$ cat src/design/io_line_defines.vh
/*
 * Shared constants for the I/O line pull-up and function mux slice:
 * write and read selector codes, line count and reset values.
 * Assumes it is included by bare name from design files only.
 */
`ifndef IO_LINE_DEFINES_VH
`define IO_LINE_DEFINES_VH

`define LINE_COUNT 32

`define SEL_W 4
`define SEL_PULLUP_ENABLE 4'h0
`define SEL_PULLUP_DISABLE 4'h1
`define SEL_PULLUP_STATUS 4'h2
`define SEL_LINE_CONTROL_ENABLE 4'h3
`define SEL_LINE_CONTROL_DISABLE 4'h4
`define SEL_LINE_CONTROL_STATUS 4'h5
`define SEL_FUNCTION_A_SELECT 4'h6
`define SEL_FUNCTION_B_SELECT 4'h7
`define SEL_FUNCTION_SELECT_STATUS 4'h8
`define SEL_PIN_LEVEL_STATUS 4'h9

`define PULLUP_STATUS_RESET 32'h0000_0000
`define FUNCTION_SELECT_RESET 32'h0000_0000
`define LINE_CONTROL_RESET 32'hffff_ffff
`define MUXED_LINES_DEFAULT 32'hffff_ffff
`define ZERO_WORD 32'h0000_0000

`endif

$ cat src/design/set_clear_bits.v
/*
 * A bank of status bits managed by a set strobe and a clear strobe.
 * Assumes one clock, and that the caller never raises both strobes at once.
 */
`timescale 1ns/1ns
module set_clear_bits #(
    parameter WIDTH = 32,
    parameter [WIDTH-1:0] RESET_VAL = {WIDTH{1'b0}},
    parameter [WIDTH-1:0] FIXED_MASK = {WIDTH{1'b0}},
    parameter [WIDTH-1:0] FIXED_VAL = {WIDTH{1'b0}}
) (
    input wire mclk,
    input wire nrst,
    input wire set_stb,
    input wire clr_stb,
    input wire [WIDTH-1:0] data,
    output reg [WIDTH-1:0] status_q
);

    localparam [WIDTH-1:0] START_VAL = (RESET_VAL & ~FIXED_MASK) | (FIXED_VAL & FIXED_MASK);

    reg [WIDTH-1:0] status_d;

    always @*
    begin
        status_d = status_q;
        // RQ20: only ones act.
        if (set_stb)
            status_d = status_q | data;
        else if (clr_stb)
            status_d = status_q & ~data;
        // RQ11: fixed lines pinned.
        status_d = (status_d & ~FIXED_MASK) | (FIXED_VAL & FIXED_MASK);
    end

    // RQ21: visible next cycle.
    always @(posedge mclk or negedge nrst)
    begin
        if (!nrst)
            status_q <= START_VAL;
        else
            status_q <= status_d;
    end

endmodule // set_clear_bits

$ cat src/design/io_line_pullup_and_mux.v
/*
 * Per-line pull-up control, controller or peripheral ownership, and
 * peripheral A/B output selection for up to 32 I/O lines.
 * Assumes pad_in is asynchronous, everything else is on mclk, and
 * clk_enable comes from power management on the same clock.
 */
`timescale 1ns/1ns
`include "io_line_defines.vh"

// How it works
// RQ1: Thirty-two lines, one bit position each.
// RQ2: Writes apply even with clock gated.
// RQ3: Sampling and interrupt need running clock.
// RQ4: Controller clock gated off after reset.
// RQ5: Software enables clock before reading inputs.
// RQ6: Interrupt goes to user source 2-31.
// RQ7: Pull-up enable clears status, disable sets.
// RQ8: Pull-up writes ignore line assignment.
// RQ9: Pull-up status resets to zero.
// RQ10: Control enable sets, disable clears status.
// RQ11: Unmuxed lines ignore writes, read one.
// RQ12: Control status reset value per product.
// RQ13: A select clears, B select sets.
// RQ14: A/B steers output only, input shared.
// RQ15: Function select status resets to A.
// RQ16: A/B writes ignore line ownership.
// RQ17: Software writes select and control disable.
// RQ18: Interrupt inputs see pins, never blocked.
// RQ19: Peripheral owns line, drives pin.
// RQ20: Only written ones change; strobes read zero.
// RQ21: Status readable, updated next cycle.
module io_line_pullup_and_mux #(
    parameter LINES = `LINE_COUNT,
    parameter [LINES-1:0] MUXED_LINES = `MUXED_LINES_DEFAULT,
    parameter [LINES-1:0] LINE_CONTROL_RESET = `LINE_CONTROL_RESET
) (
    input wire mclk,
    input wire nrst,
    input wire clk_enable,
    input wire wr_strobe,
    input wire [`SEL_W-1:0] wr_sel,
    input wire [LINES-1:0] wr_data,
    input wire [`SEL_W-1:0] rd_sel,
    output reg [LINES-1:0] rd_data_q,
    input wire [LINES-1:0] gpio_out_data,
    input wire [LINES-1:0] gpio_out_en,
    input wire [LINES-1:0] change_irq_mask,
    input wire [LINES-1:0] periph_a_out,
    input wire [LINES-1:0] periph_a_oe,
    input wire [LINES-1:0] periph_b_out,
    input wire [LINES-1:0] periph_b_oe,
    input wire [LINES-1:0] pad_in,
    output reg [LINES-1:0] pad_out_q,
    output reg [LINES-1:0] pad_oe_q,
    output reg [LINES-1:0] pad_pullup_en_q,
    output reg [LINES-1:0] periph_a_in_q,
    output reg [LINES-1:0] periph_b_in_q,
    output reg fast_interrupt_input_q,
    output reg external_interrupt_input_q,
    output wire [LINES-1:0] pullup_status_reg,
    output wire [LINES-1:0] line_control_status_reg,
    output wire [LINES-1:0] function_select_status_reg,
    output reg [LINES-1:0] pin_level_q,
    output reg clk_on_q,
    output reg irq_q
);

    localparam [LINES-1:0] ALL_ZERO = {LINES{1'b0}};
    localparam [LINES-1:0] ALL_ONE = {LINES{1'b1}};

    reg [LINES-1:0] pad_meta_q;
    reg [LINES-1:0] pad_sync_q;
    reg [LINES-1:0] pin_prev_q;
    reg [LINES-1:0] pin_level_d;
    reg [LINES-1:0] pin_prev_d;
    reg primed_q;
    reg primed_d;
    reg [LINES-1:0] pad_out_d;
    reg [LINES-1:0] pad_oe_d;
    reg [LINES-1:0] rd_data_d;
    wire [LINES-1:0] change_seen;
    wire pullup_enable_wr;
    wire pullup_disable_wr;
    wire line_control_enable_wr;
    wire line_control_disable_wr;
    wire function_a_wr;
    wire function_b_wr;
    integer i;

    function is_write;
        input strobe;
        input [`SEL_W-1:0] sel;
        input [`SEL_W-1:0] code;
        begin
            is_write = strobe && (sel == code);
        end
    endfunction

    // RQ2: writes ignore clock gate.
    assign pullup_enable_wr = is_write(wr_strobe, wr_sel, `SEL_PULLUP_ENABLE);
    assign pullup_disable_wr = is_write(wr_strobe, wr_sel, `SEL_PULLUP_DISABLE);
    assign line_control_enable_wr = is_write(wr_strobe, wr_sel, `SEL_LINE_CONTROL_ENABLE);
    assign line_control_disable_wr = is_write(wr_strobe, wr_sel, `SEL_LINE_CONTROL_DISABLE);
    assign function_a_wr = is_write(wr_strobe, wr_sel, `SEL_FUNCTION_A_SELECT);
    assign function_b_wr = is_write(wr_strobe, wr_sel, `SEL_FUNCTION_B_SELECT);

    // RQ7: disable sets status.
    // RQ8: applies in any mode.
    // RQ9: resets to zero.
    set_clear_bits #(
        .WIDTH(LINES),
        .RESET_VAL(`PULLUP_STATUS_RESET),
        .FIXED_MASK(ALL_ZERO),
        .FIXED_VAL(ALL_ZERO)
    ) u_pullup (
        .mclk(mclk),
        .nrst(nrst),
        .set_stb(pullup_disable_wr),
        .clr_stb(pullup_enable_wr),
        .data(wr_data),
        .status_q(pullup_status_reg)
    );

    // RQ10: enable sets ownership.
    // RQ11: unmuxed lines stay one.
    // RQ12: product reset value.
    set_clear_bits #(
        .WIDTH(LINES),
        .RESET_VAL(LINE_CONTROL_RESET),
        .FIXED_MASK(~MUXED_LINES),
        .FIXED_VAL(ALL_ONE)
    ) u_line_control (
        .mclk(mclk),
        .nrst(nrst),
        .set_stb(line_control_enable_wr),
        .clr_stb(line_control_disable_wr),
        .data(wr_data),
        .status_q(line_control_status_reg)
    );

    // RQ13: B sets, A clears.
    // RQ15: resets to A.
    // RQ16: applies in any mode.
    set_clear_bits #(
        .WIDTH(LINES),
        .RESET_VAL(`FUNCTION_SELECT_RESET),
        .FIXED_MASK(ALL_ZERO),
        .FIXED_VAL(ALL_ZERO)
    ) u_function_select (
        .mclk(mclk),
        .nrst(nrst),
        .set_stb(function_b_wr),
        .clr_stb(function_a_wr),
        .data(wr_data),
        .status_q(function_select_status_reg)
    );

    // RQ4: gated off after reset.
    always @(posedge mclk or negedge nrst)
    begin
        if (!nrst)
            clk_on_q <= 1'b0;
        else
            clk_on_q <= clk_enable;
    end

    // The pad synchroniser runs ungated so peripheral inputs never freeze.
    always @(posedge mclk or negedge nrst)
    begin
        if (!nrst)
        begin
            pad_meta_q <= ALL_ZERO;
            pad_sync_q <= ALL_ZERO;
        end
        else
        begin
            pad_meta_q <= pad_in;
            pad_sync_q <= pad_meta_q;
        end
    end

    // RQ14: input fans to both.
    // RQ18: interrupt inputs unblocked.
    always @(posedge mclk or negedge nrst)
    begin
        if (!nrst)
        begin
            periph_a_in_q <= ALL_ZERO;
            periph_b_in_q <= ALL_ZERO;
            fast_interrupt_input_q <= 1'b0;
            external_interrupt_input_q <= 1'b0;
        end
        else
        begin
            periph_a_in_q <= pad_sync_q;
            periph_b_in_q <= pad_sync_q;
            fast_interrupt_input_q <= pad_sync_q[0];
            external_interrupt_input_q <= pad_sync_q[1];
        end
    end

    // RQ3: sample only when clocked.
    // A gated controller holds the last level it saw, so reads go stale.
    always @*
    begin
        pin_level_d = pin_level_q;
        pin_prev_d = pin_prev_q;
        primed_d = primed_q;
        if (clk_on_q)
        begin
            pin_level_d = pad_sync_q;
            // The first sample after reset is its own reference, so a pin that
            // idles high on its pull-up does not raise a false change.
            pin_prev_d = primed_q ? pin_level_q : pad_sync_q;
            primed_d = 1'b1;
        end
    end

    always @(posedge mclk or negedge nrst)
    begin
        if (!nrst)
        begin
            pin_level_q <= ALL_ZERO;
            pin_prev_q <= ALL_ZERO;
            primed_q <= 1'b0;
        end
        else
        begin
            pin_level_q <= pin_level_d;
            pin_prev_q <= pin_prev_d;
            primed_q <= primed_d;
        end
    end

    // The pulse is not sticky, so whoever consumes it must catch its one cycle.
    assign change_seen = pin_level_q ^ pin_prev_q;

    // RQ3: interrupt only when clocked.
    // RQ6: single line to controller.
    always @(posedge mclk or negedge nrst)
    begin
        if (!nrst)
            irq_q <= 1'b0;
        else
            irq_q <= clk_on_q && ((change_seen & change_irq_mask) != ALL_ZERO);
    end

    // RQ1: one bit per line.
    // RQ19: peripheral drives when released.
    always @*
    begin
        pad_out_d = gpio_out_data;
        pad_oe_d = gpio_out_en;
        for (i = 0; i < LINES; i = i + 1)
        begin
            if (!line_control_status_reg[i])
            begin
                pad_out_d[i] = function_select_status_reg[i] ? periph_b_out[i] : periph_a_out[i];
                pad_oe_d[i] = function_select_status_reg[i] ? periph_b_oe[i] : periph_a_oe[i];
            end
        end
    end

    // Registering the pad side costs a cycle but keeps pins glitch free.
    always @(posedge mclk or negedge nrst)
    begin
        if (!nrst)
        begin
            pad_out_q <= ALL_ZERO;
            pad_oe_q <= ALL_ZERO;
            pad_pullup_en_q <= ~`PULLUP_STATUS_RESET;
        end
        else
        begin
            pad_out_q <= pad_out_d;
            pad_oe_q <= pad_oe_d;
            // RQ7: status zero enables.
            pad_pullup_en_q <= ~pullup_status_reg;
        end
    end

    // RQ20: strobe selectors read zero.
    // RQ21: status readable anytime.
    always @*
    begin
        case (rd_sel)
            `SEL_PULLUP_STATUS: rd_data_d = pullup_status_reg;
            `SEL_LINE_CONTROL_STATUS: rd_data_d = line_control_status_reg;
            `SEL_FUNCTION_SELECT_STATUS: rd_data_d = function_select_status_reg;
            `SEL_PIN_LEVEL_STATUS: rd_data_d = pin_level_q;
            default: rd_data_d = ALL_ZERO;
        endcase
    end

    always @(posedge mclk or negedge nrst)
    begin
        if (!nrst)
            rd_data_q <= ALL_ZERO;
        else
            rd_data_q <= rd_data_d;
    end

endmodule // io_line_pullup_and_mux

$ cat config.mk
export PLATFORM = sky130hd
export DESIGN_NAME = io_line_pullup_and_mux
export DESIGN_NICKNAME = d
export VERILOG_FILES = /design/src/design/set_clear_bits.v /design/src/design/io_line_pullup_and_mux.v
export VERILOG_INCLUDE_DIRS = /design/src /design/src/design
export SDC_FILE = /design/constraint.sdc
export NUM_CORES = 1
export LEC_CHECK = 0
export CAP_MARGIN = 20
export CORE_AREA = 2 2 245 247
export CTS_CLUSTER_DIAMETER = 60
export DETAILED_ROUTE_END_ITERATION = 10
export DIE_AREA = 0 0 247 249
export DONT_BUFFER_PORTS = 1
export HOLD_SLACK_MARGIN = 0.03
export PLACE_DENSITY_LB_ADDON = 0.25
export SYNTH_ARGS = -nofsm -noshare
export SYNTH_HDL_FRONTEND = slang
export SYNTH_SLANG_ARGS = --single-unit
$ cat constraint.sdc
create_clock -name mclk -period 1.9 [get_ports mclk]
set_clock_uncertainty 0.2 [all_clocks]
set_input_delay 0.38 -clock mclk [delete_from_list [all_inputs] [get_ports mclk]]
set_output_delay 0.38 -clock mclk [all_outputs]
set_load 0.02 [all_outputs]
; After elaboration in Yosys (flattened, before gate mapping)
; Index checks and enable logic that the tools add are counted.
; W data, S select, Z words.
[word_totals]
register_bits = 389
latch_bits = 0
ram_bits = 0
romBits = 0
inputBits = 300
out_inout_bits = 324
memories = 0
[op_classes]
n_addsub = 0
n_mul = 0
div_mod_pow = 0
n_lt_le_gt_ge = 0
eq_ne = 9
shift = 0
n_mux = 136
bitwise = 10
reduce_logical = 12
[ops]
columns = cell, count
row1 = $mux W32, 7
row2 = $and A32 B32 Y32, 4
row3 = $mux W1, 128
row4 = $pmux W32 S4, 1
row5 = $or A32 B32 Y32, 3
row6 = $not A32 Y32, 2
row7 = $reduce_bool A32 Y1, 1
row8 = $xor A32 B32 Y32, 1
row9 = $eq A4 B3 Y1 const B, 4
row10 = $eq A4 B2 Y1 const B, 2
row11 = $eq A4 B4 Y1 const B, 2
row12 = $logic_and A1 B1 Y1, 7
row13 = $reduce_bool A2 Y1, 3
row14 = $eq A4 B1 Y1 const B, 1
row15 = $logic_not A4 Y1, 1

; Longest topological paths before layout
[logic_depth]
depth_word = 4
ltp_mapped = 6
depth_no_buf = 5

; Modules after synthesis
; A second synthesis with hierarchy kept.
[hier_totals]
hier_cells = 1174
area_unflattened_um2 = 14963.1
[modules_own_cells]
columns = mod, instances, cells_per_inst, area_each_um2
row1 = io_line_pullup_and_mux, 1, 868, 11173.2
row2 = set_clear_bits (u_function_select ...), 2, 102, 1249.9
row3 = set_clear_bits (u_line_control), 1, 102, 1290.0

; Worst setup path after synthesis
; OpenSTA, ideal clock, no wires.
[synth_timing]
kind = reg-to-reg
from = register pin_level_q[29]
to = register irq_q
setup_ps = 124
arrival_time_ps = 1442
t_required_ps = 1576
path_slack_ps = 135
stages_incl_launch_ff = 6
path_buffers = 0
synth_period_minus_slack_ps = 1765
cell_sequence = dfrtp_1 > xor2_1 > a22o_1 > a221oi_2 > nand4_1 > o31a_1
[synth_via]
elab_chain_cells = 4
[synth_rtl]
columns = item, line_no
row1 = from (decl), io_line_pullup_and_mux.v:63  ; output reg [LINES-1:0] pin_level_q,
row2 = from (signal assigned), io_line_pullup_and_mux.v:229  ; pin_level_q <= pin_level_d;
row3 = $xor A32 B32 Y32, io_line_pullup_and_mux.v:236  ; assign change_seen = pin_level_q ^ pin_prev_q;
row4 = $and A32 B32 Y32, io_line_pullup_and_mux.v:245  ; irq_q <= clk_on_q && ((change_seen & change_irq_mask) != ALL_ZERO);
row5 = $reduce_bool A32 Y1, io_line_pullup_and_mux.v:245
row6 = $logic_and A1 B1 Y1, io_line_pullup_and_mux.v:245
row7 = to (signal assigned), io_line_pullup_and_mux.v:245
row8 = to (decl), io_line_pullup_and_mux.v:65  ; output reg irq_q
; No other way between the ends.
; A chain may end at the register's enable or synchronous reset.

==> impl_metrics.xml <==
<?xml version="1.0" encoding="UTF-8"?>
<metrics>
  <group name="run_status">
    <metric name="outcome" unit="">finished, violations left</metric>
    <metric name="violations" unit="">hold timing</metric>
  </group>
  <group name="critical_path">
    <metric name="cp_num_cells" unit="">0</metric>
    <metric name="endpoint" unit="">line_control_status_reg[0]</metric>
    <metric name="worst-r2r-setup-slack" unit="ns">0.04</metric>
    <metric name="worst_reg2reg_path_endpoint" unit="">pad_oe_q[0]$_DFF_PN0_</metric>
    <metric name="worst_setup_path_start_kind" unit="">flop</metric>
    <metric name="critPathMaxFanout" unit="">7</metric>
    <metric name="path_class" unit="">flop to primary output</metric>
    <metric name="crit_required" unit="ns">1.32</metric>
    <metric name="worst-r2r-cell-count" unit="">3</metric>
    <metric name="critical_path.endpoint_type" unit="">primary output</metric>
    <metric name="cp.arrival" unit="ns">1.31</metric>
  </group>
  <group name="route">
    <metric name="drt_pass_1_iters" unit="">6</metric>
    <metric name="drt.antenna.violating_nets" unit="">0</metric>
    <metric name="routed_via_density" unit="">4.65</metric>
    <metric name="avgRoutedWirePerCell" unit="µm">24.1</metric>
    <metric name="drt_first_iter_violations" unit="">705</metric>
    <metric name="drt_total_wl" unit="mm">55.2</metric>
    <metric name="vias" unit="">10700</metric>
    <metric name="drcViolationCount" unit="">0</metric>
  </group>
  <group name="logic_synthesis">
    <metric name="synthesis.area_per_instance" unit="µm²">12.9</metric>
    <metric name="synth.cell_area" unit="mm²">0.0151</metric>
    <metric name="ys_ff_latch" unit="">387</metric>
    <metric name="synth-compound-area-share" unit="%">8.25</metric>
    <metric name="synth_area_leader_cell" unit="">sky130_fd_sc_hd__dfrtp_1</metric>
    <metric name="synth_top_family_by_area" unit="">multiplexers</metric>
    <metric name="netlist_instances" unit="">1172</metric>
    <metric name="synth_mux_area_share" unit="%">13.5</metric>
    <metric name="yosys.area.top_type_share" unit="%">53.6</metric>
    <metric name="synth-xor-area-share" unit="%">1.86</metric>
    <metric name="synthSimpleGateAreaFrac" unit="%">7.38</metric>
    <metric name="synth_cell_types" unit="">33</metric>
    <metric name="synth.area.top_cells" unit="">sky130_fd_sc_hd__dfrtp_1 (54%), sky130_fd_sc_hd__dfstp_2 (11%), sky130_fd_sc_hd__mux2i_1 (6.4%)</metric>
    <metric name="synth-seq-area-share" unit="%">64.7</metric>
    <metric name="synth-warning-count" unit="">0</metric>
    <metric name="adder_and_majority_cell_fraction_of_the_synthesized_area" unit="%">0</metric>
    <metric name="synth.net_count" unit="">1472</metric>
  </group>
  <group name="placed_design">
    <metric name="pre_cts_ws" unit="ns">-0.0678</metric>
    <metric name="io_buffers" unit="">0</metric>
    <metric name="placer_congestion" unit="">0.816</metric>
    <metric name="postPlaceCellArea" unit="mm²">0.0163</metric>
    <metric name="place.detailed.hpwl" unit="mm">38.5</metric>
  </group>
  <group name="sta">
    <metric name="worst_slew_pin_slew" unit="ns">0.912</metric>
    <metric name="clock.fmax" unit="MHz">529</metric>
    <metric name="maxSlewViolCount" unit="">0</metric>
    <metric name="timing.slew.headroom" unit="%">39.2</metric>
    <metric name="fin_crit_sh" unit="%">99.5</metric>
    <metric name="setup_repair_after_global_routing_missed_its_margin" unit="">true</metric>
    <metric name="finalSetupViolCount" unit="">0</metric>
    <metric name="final_critical_path_setup_slack" unit="ns">0.00926</metric>
    <metric name="fin_worst_hold_slack" unit="ns">-0.689</metric>
    <metric name="final_hold_viol_count" unit="">387</metric>
    <metric name="period_needed" unit="ns">1.89</metric>
  </group>
  <group name="global_route">
    <metric name="congestion_overflow_gr" unit="">0</metric>
    <metric name="largest_net_degree_at_the_start_of_global_routing" unit="">388</metric>
    <metric name="groute.usage.overall" unit="%">17.5</metric>
    <metric name="grt_pass1_vias" unit="">11300</metric>
    <metric name="grt_pass1_wl" unit="mm">78.7</metric>
    <metric name="grt_antenna_before_repair" unit="">7</metric>
  </group>
  <group name="floorplanning">
    <metric name="core_area" unit="mm²">0.0587</metric>
    <metric name="num_io_pins" unit="">624</metric>
    <metric name="std_cell_rows" unit="">89</metric>
    <metric name="initial_utilization" unit="%">25.7</metric>
    <metric name="overall_die_area" unit="mm²">0.0615</metric>
    <metric name="die_h" unit="µm">249</metric>
    <metric name="floorplan.die.width" unit="µm">247</metric>
  </group>
  <group name="cts">
    <metric name="cts_tree" unit="">done</metric>
    <metric name="worst_skew_pair.late_latency" unit="ns">0.59</metric>
    <metric name="path_clk_slew" unit="ns">0.06</metric>
    <metric name="htree_levels" unit="">2</metric>
    <metric name="numCtsBuffers" unit="">48</metric>
    <metric name="clock_sink_count" unit="">387</metric>
    <metric name="clk_root_buffer_cell" unit="">sky130_fd_sc_hd__clkbuf_16</metric>
    <metric name="cts_max_path_buffers" unit="">3</metric>
  </group>
  <group name="cells_and_area">
    <metric name="drive_above_1_share" unit="%">22.3</metric>
    <metric name="areaGrowthSynthToFinish" unit="%">37.1</metric>
    <metric name="nets_final" unit="">1777</metric>
    <metric name="design_area" unit="mm²">0.0207</metric>
    <metric name="post-route-util" unit="%">35.2</metric>
  </group>
  <group name="power_and_ir_drop">
    <metric name="power_density" unit="mW/mm²">1240</metric>
    <metric name="fin_total_pwr" unit="W">0.0257</metric>
    <metric name="p_leak" unit="nW">9.07</metric>
    <metric name="vdd.ir_drop.worst" unit="mV">0.717</metric>
  </group>
  <group name="hold_path">
    <metric name="min_path_type" unit="">input port to asynchronous set/reset pin</metric>
  </group>
  <group name="run">
    <metric name="cap_violations" unit="">0</metric>
  </group>
</metrics>
==> worst min-delay path by stage <==
stage | from | end | slack (ns) | cells past startpoint
after CTS | nrst | pin_level_q[4]$_DFFE_PN0P_ | -0.75 | 0
final | nrst | pad_meta_q[5]$_DFF_PN0_ | -0.69 | 0
after detailed placement | nrst | pin_prev_q[12]$_DFFE_PN0P_ | -0.10 | 0
after global placement | nrst | pad_meta_q[5]$_DFF_PN0_ | -0.10 | 0
after floorplan | nrst | asynchronous set/reset pin | -0.12 | 0
after global routing | nrst | pin_level_q[4]$_DFFE_PN0P_ | -0.74 | 0
==> area by class of cell <==
| type | instances | area (µm²) |
|---|---|---|
| fillers | 5636 | 38000 |
| flip-flops and latches | 387 | 9790 |
| multi-input cells | 671 | 4710 |
| repair buffers | 337 | 3380 |
| clock buffers | 63 | 1370 |
| well taps | 773 | 967 |
| clock inverters | 23 | 339 |
| inverters | 32 | 120 |
| diodes | 3 | 7.51 |
==> routing by layer <==
layer,GRT usage (%),part of all wire [%],up-vias
li1,-,-,4635
met1,22.5,41,5459
met2,29.1,49,484
met3,4.71,8.2,73
met4,4.27,1.8,2
met5,0,0.024,-
==> power by group <==
part | total, W | switching, W | internal [W]
clock network | 0.00971 | 0.00377 | 0.00594
registers | 0.0126 | 0.00283 | 0.00981
logic | 0.00337 | 0.00151 | 0.00186
total | 0.0257 | 0.00811 | 0.0176
==> cell usage after synthesis <==
cell and n:
sky130_fd_sc_hd__nand4_1 3, sky130_fd_sc_hd__and3_1 1, sky130_fd_sc_hd__xor2_1 32, sky130_fd_sc_hd__o31a_1 1, sky130_fd_sc_hd__and4b_1 1, sky130_fd_sc_hd__a22o_1 36
sky130_fd_sc_hd__nand2_1 224, sky130_fd_sc_hd__nor4b_2 1, sky130_fd_sc_hd__nor3b_4 1, sky130_fd_sc_hd__nor2_1 32, sky130_fd_sc_hd__mux2i_1 96, sky130_fd_sc_hd__nor2_4 1
sky130_fd_sc_hd__buf_4 38, sky130_fd_sc_hd__inv_1 32, sky130_fd_sc_hd__a21oi_1 32, sky130_fd_sc_hd__dfrtp_1 323, sky130_fd_sc_hd__and4bb_1 1, sky130_fd_sc_hd__nor4b_4 1
sky130_fd_sc_hd__nor2b_2 1, sky130_fd_sc_hd__a222oi_1 32, sky130_fd_sc_hd__and4bb_2 1, sky130_fd_sc_hd__or2_2 1, sky130_fd_sc_hd__mux2_1 16, sky130_fd_sc_hd__clkbuf_1 16
sky130_fd_sc_hd__buf_2 19, sky130_fd_sc_hd__buf_1 3, sky130_fd_sc_hd__a221oi_2 4, sky130_fd_sc_hd__a22oi_1 8, sky130_fd_sc_hd__nand2b_2 1, sky130_fd_sc_hd__mux2_2 80
sky130_fd_sc_hd__buf_6 6, sky130_fd_sc_hd__o21ai_0 64, sky130_fd_sc_hd__dfstp_2 64
==> cells by family (layout without fill, tap and decap cells) <==
| family | after synthesis | in the layout |
|---|---|---|
| flops | 387 | 387 |
| mux | 192 | 192 |
| buf+inv | 114 | 455 |
| compound gates | 177 | 177 |
| other cells | 0 | 3 |
| xor+xnor | 32 | 32 |
| simple gates | 270 | 270 |
==> cells in the final DEF (no fill, tap or decap), types with 2 or more instances in the layout <==
cell                            instances
sky130_fd_sc_hd__a21oi_1               32
sky130_fd_sc_hd__a22o_1                36
sky130_fd_sc_hd__nand4_1                3
sky130_fd_sc_hd__a221oi_2               3
sky130_fd_sc_hd__mux2_2                80
sky130_fd_sc_hd__clkinv_4               3
sky130_fd_sc_hd__nand2_1              224
sky130_fd_sc_hd__diode_2                3
sky130_fd_sc_hd__buf_12                15
sky130_fd_sc_hd__inv_1                 32
sky130_fd_sc_hd__dlygate4sd3_1        256
sky130_fd_sc_hd__mux2_1                16
sky130_fd_sc_hd__and4bb_2               2
sky130_fd_sc_hd__clkbuf_8              11
sky130_fd_sc_hd__clkbuf_16             48
sky130_fd_sc_hd__nor4b_4                2
sky130_fd_sc_hd__clkbuf_1               4
sky130_fd_sc_hd__dfrtp_2               14
sky130_fd_sc_hd__inv_8                  4
sky130_fd_sc_hd__nor2_1                32
sky130_fd_sc_hd__clkinvlp_4             3
sky130_fd_sc_hd__dfrtp_1              308
sky130_fd_sc_hd__a222oi_1              32
sky130_fd_sc_hd__a22oi_1                8
sky130_fd_sc_hd__bufinv_16              6
sky130_fd_sc_hd__o21ai_0               64
sky130_fd_sc_hd__buf_4                 65
sky130_fd_sc_hd__xor2_1                31
sky130_fd_sc_hd__clkinv_2               4
sky130_fd_sc_hd__dfstp_2               63
sky130_fd_sc_hd__mux2i_1               96
==> what timing repair did <==
| action | in CTS | in global routing |
|---|---|---|
| hold endpoints to repair | 585 | 388 |
| resized for setup | 8 | 11 |
| setup endpoints to repair | 11 | 23 |
| buffers inserted | 0 | 1 |
| hold buffers | 257 | 2 |
| pin swaps | 0 | 4 |
==> through the flow <==
stage | std cells | TNS, ns
6_report | 2289 | 0
5_1_grt | 2287 | -0.0664
4_1_cts | 2285 | -0.141
3_5_place_dp | 1942 | -0.101
3_3_place_gp | 1942 | -0.0356
2_1_floorplan | 1172 | 0
(Power assumes the default switching activity.)
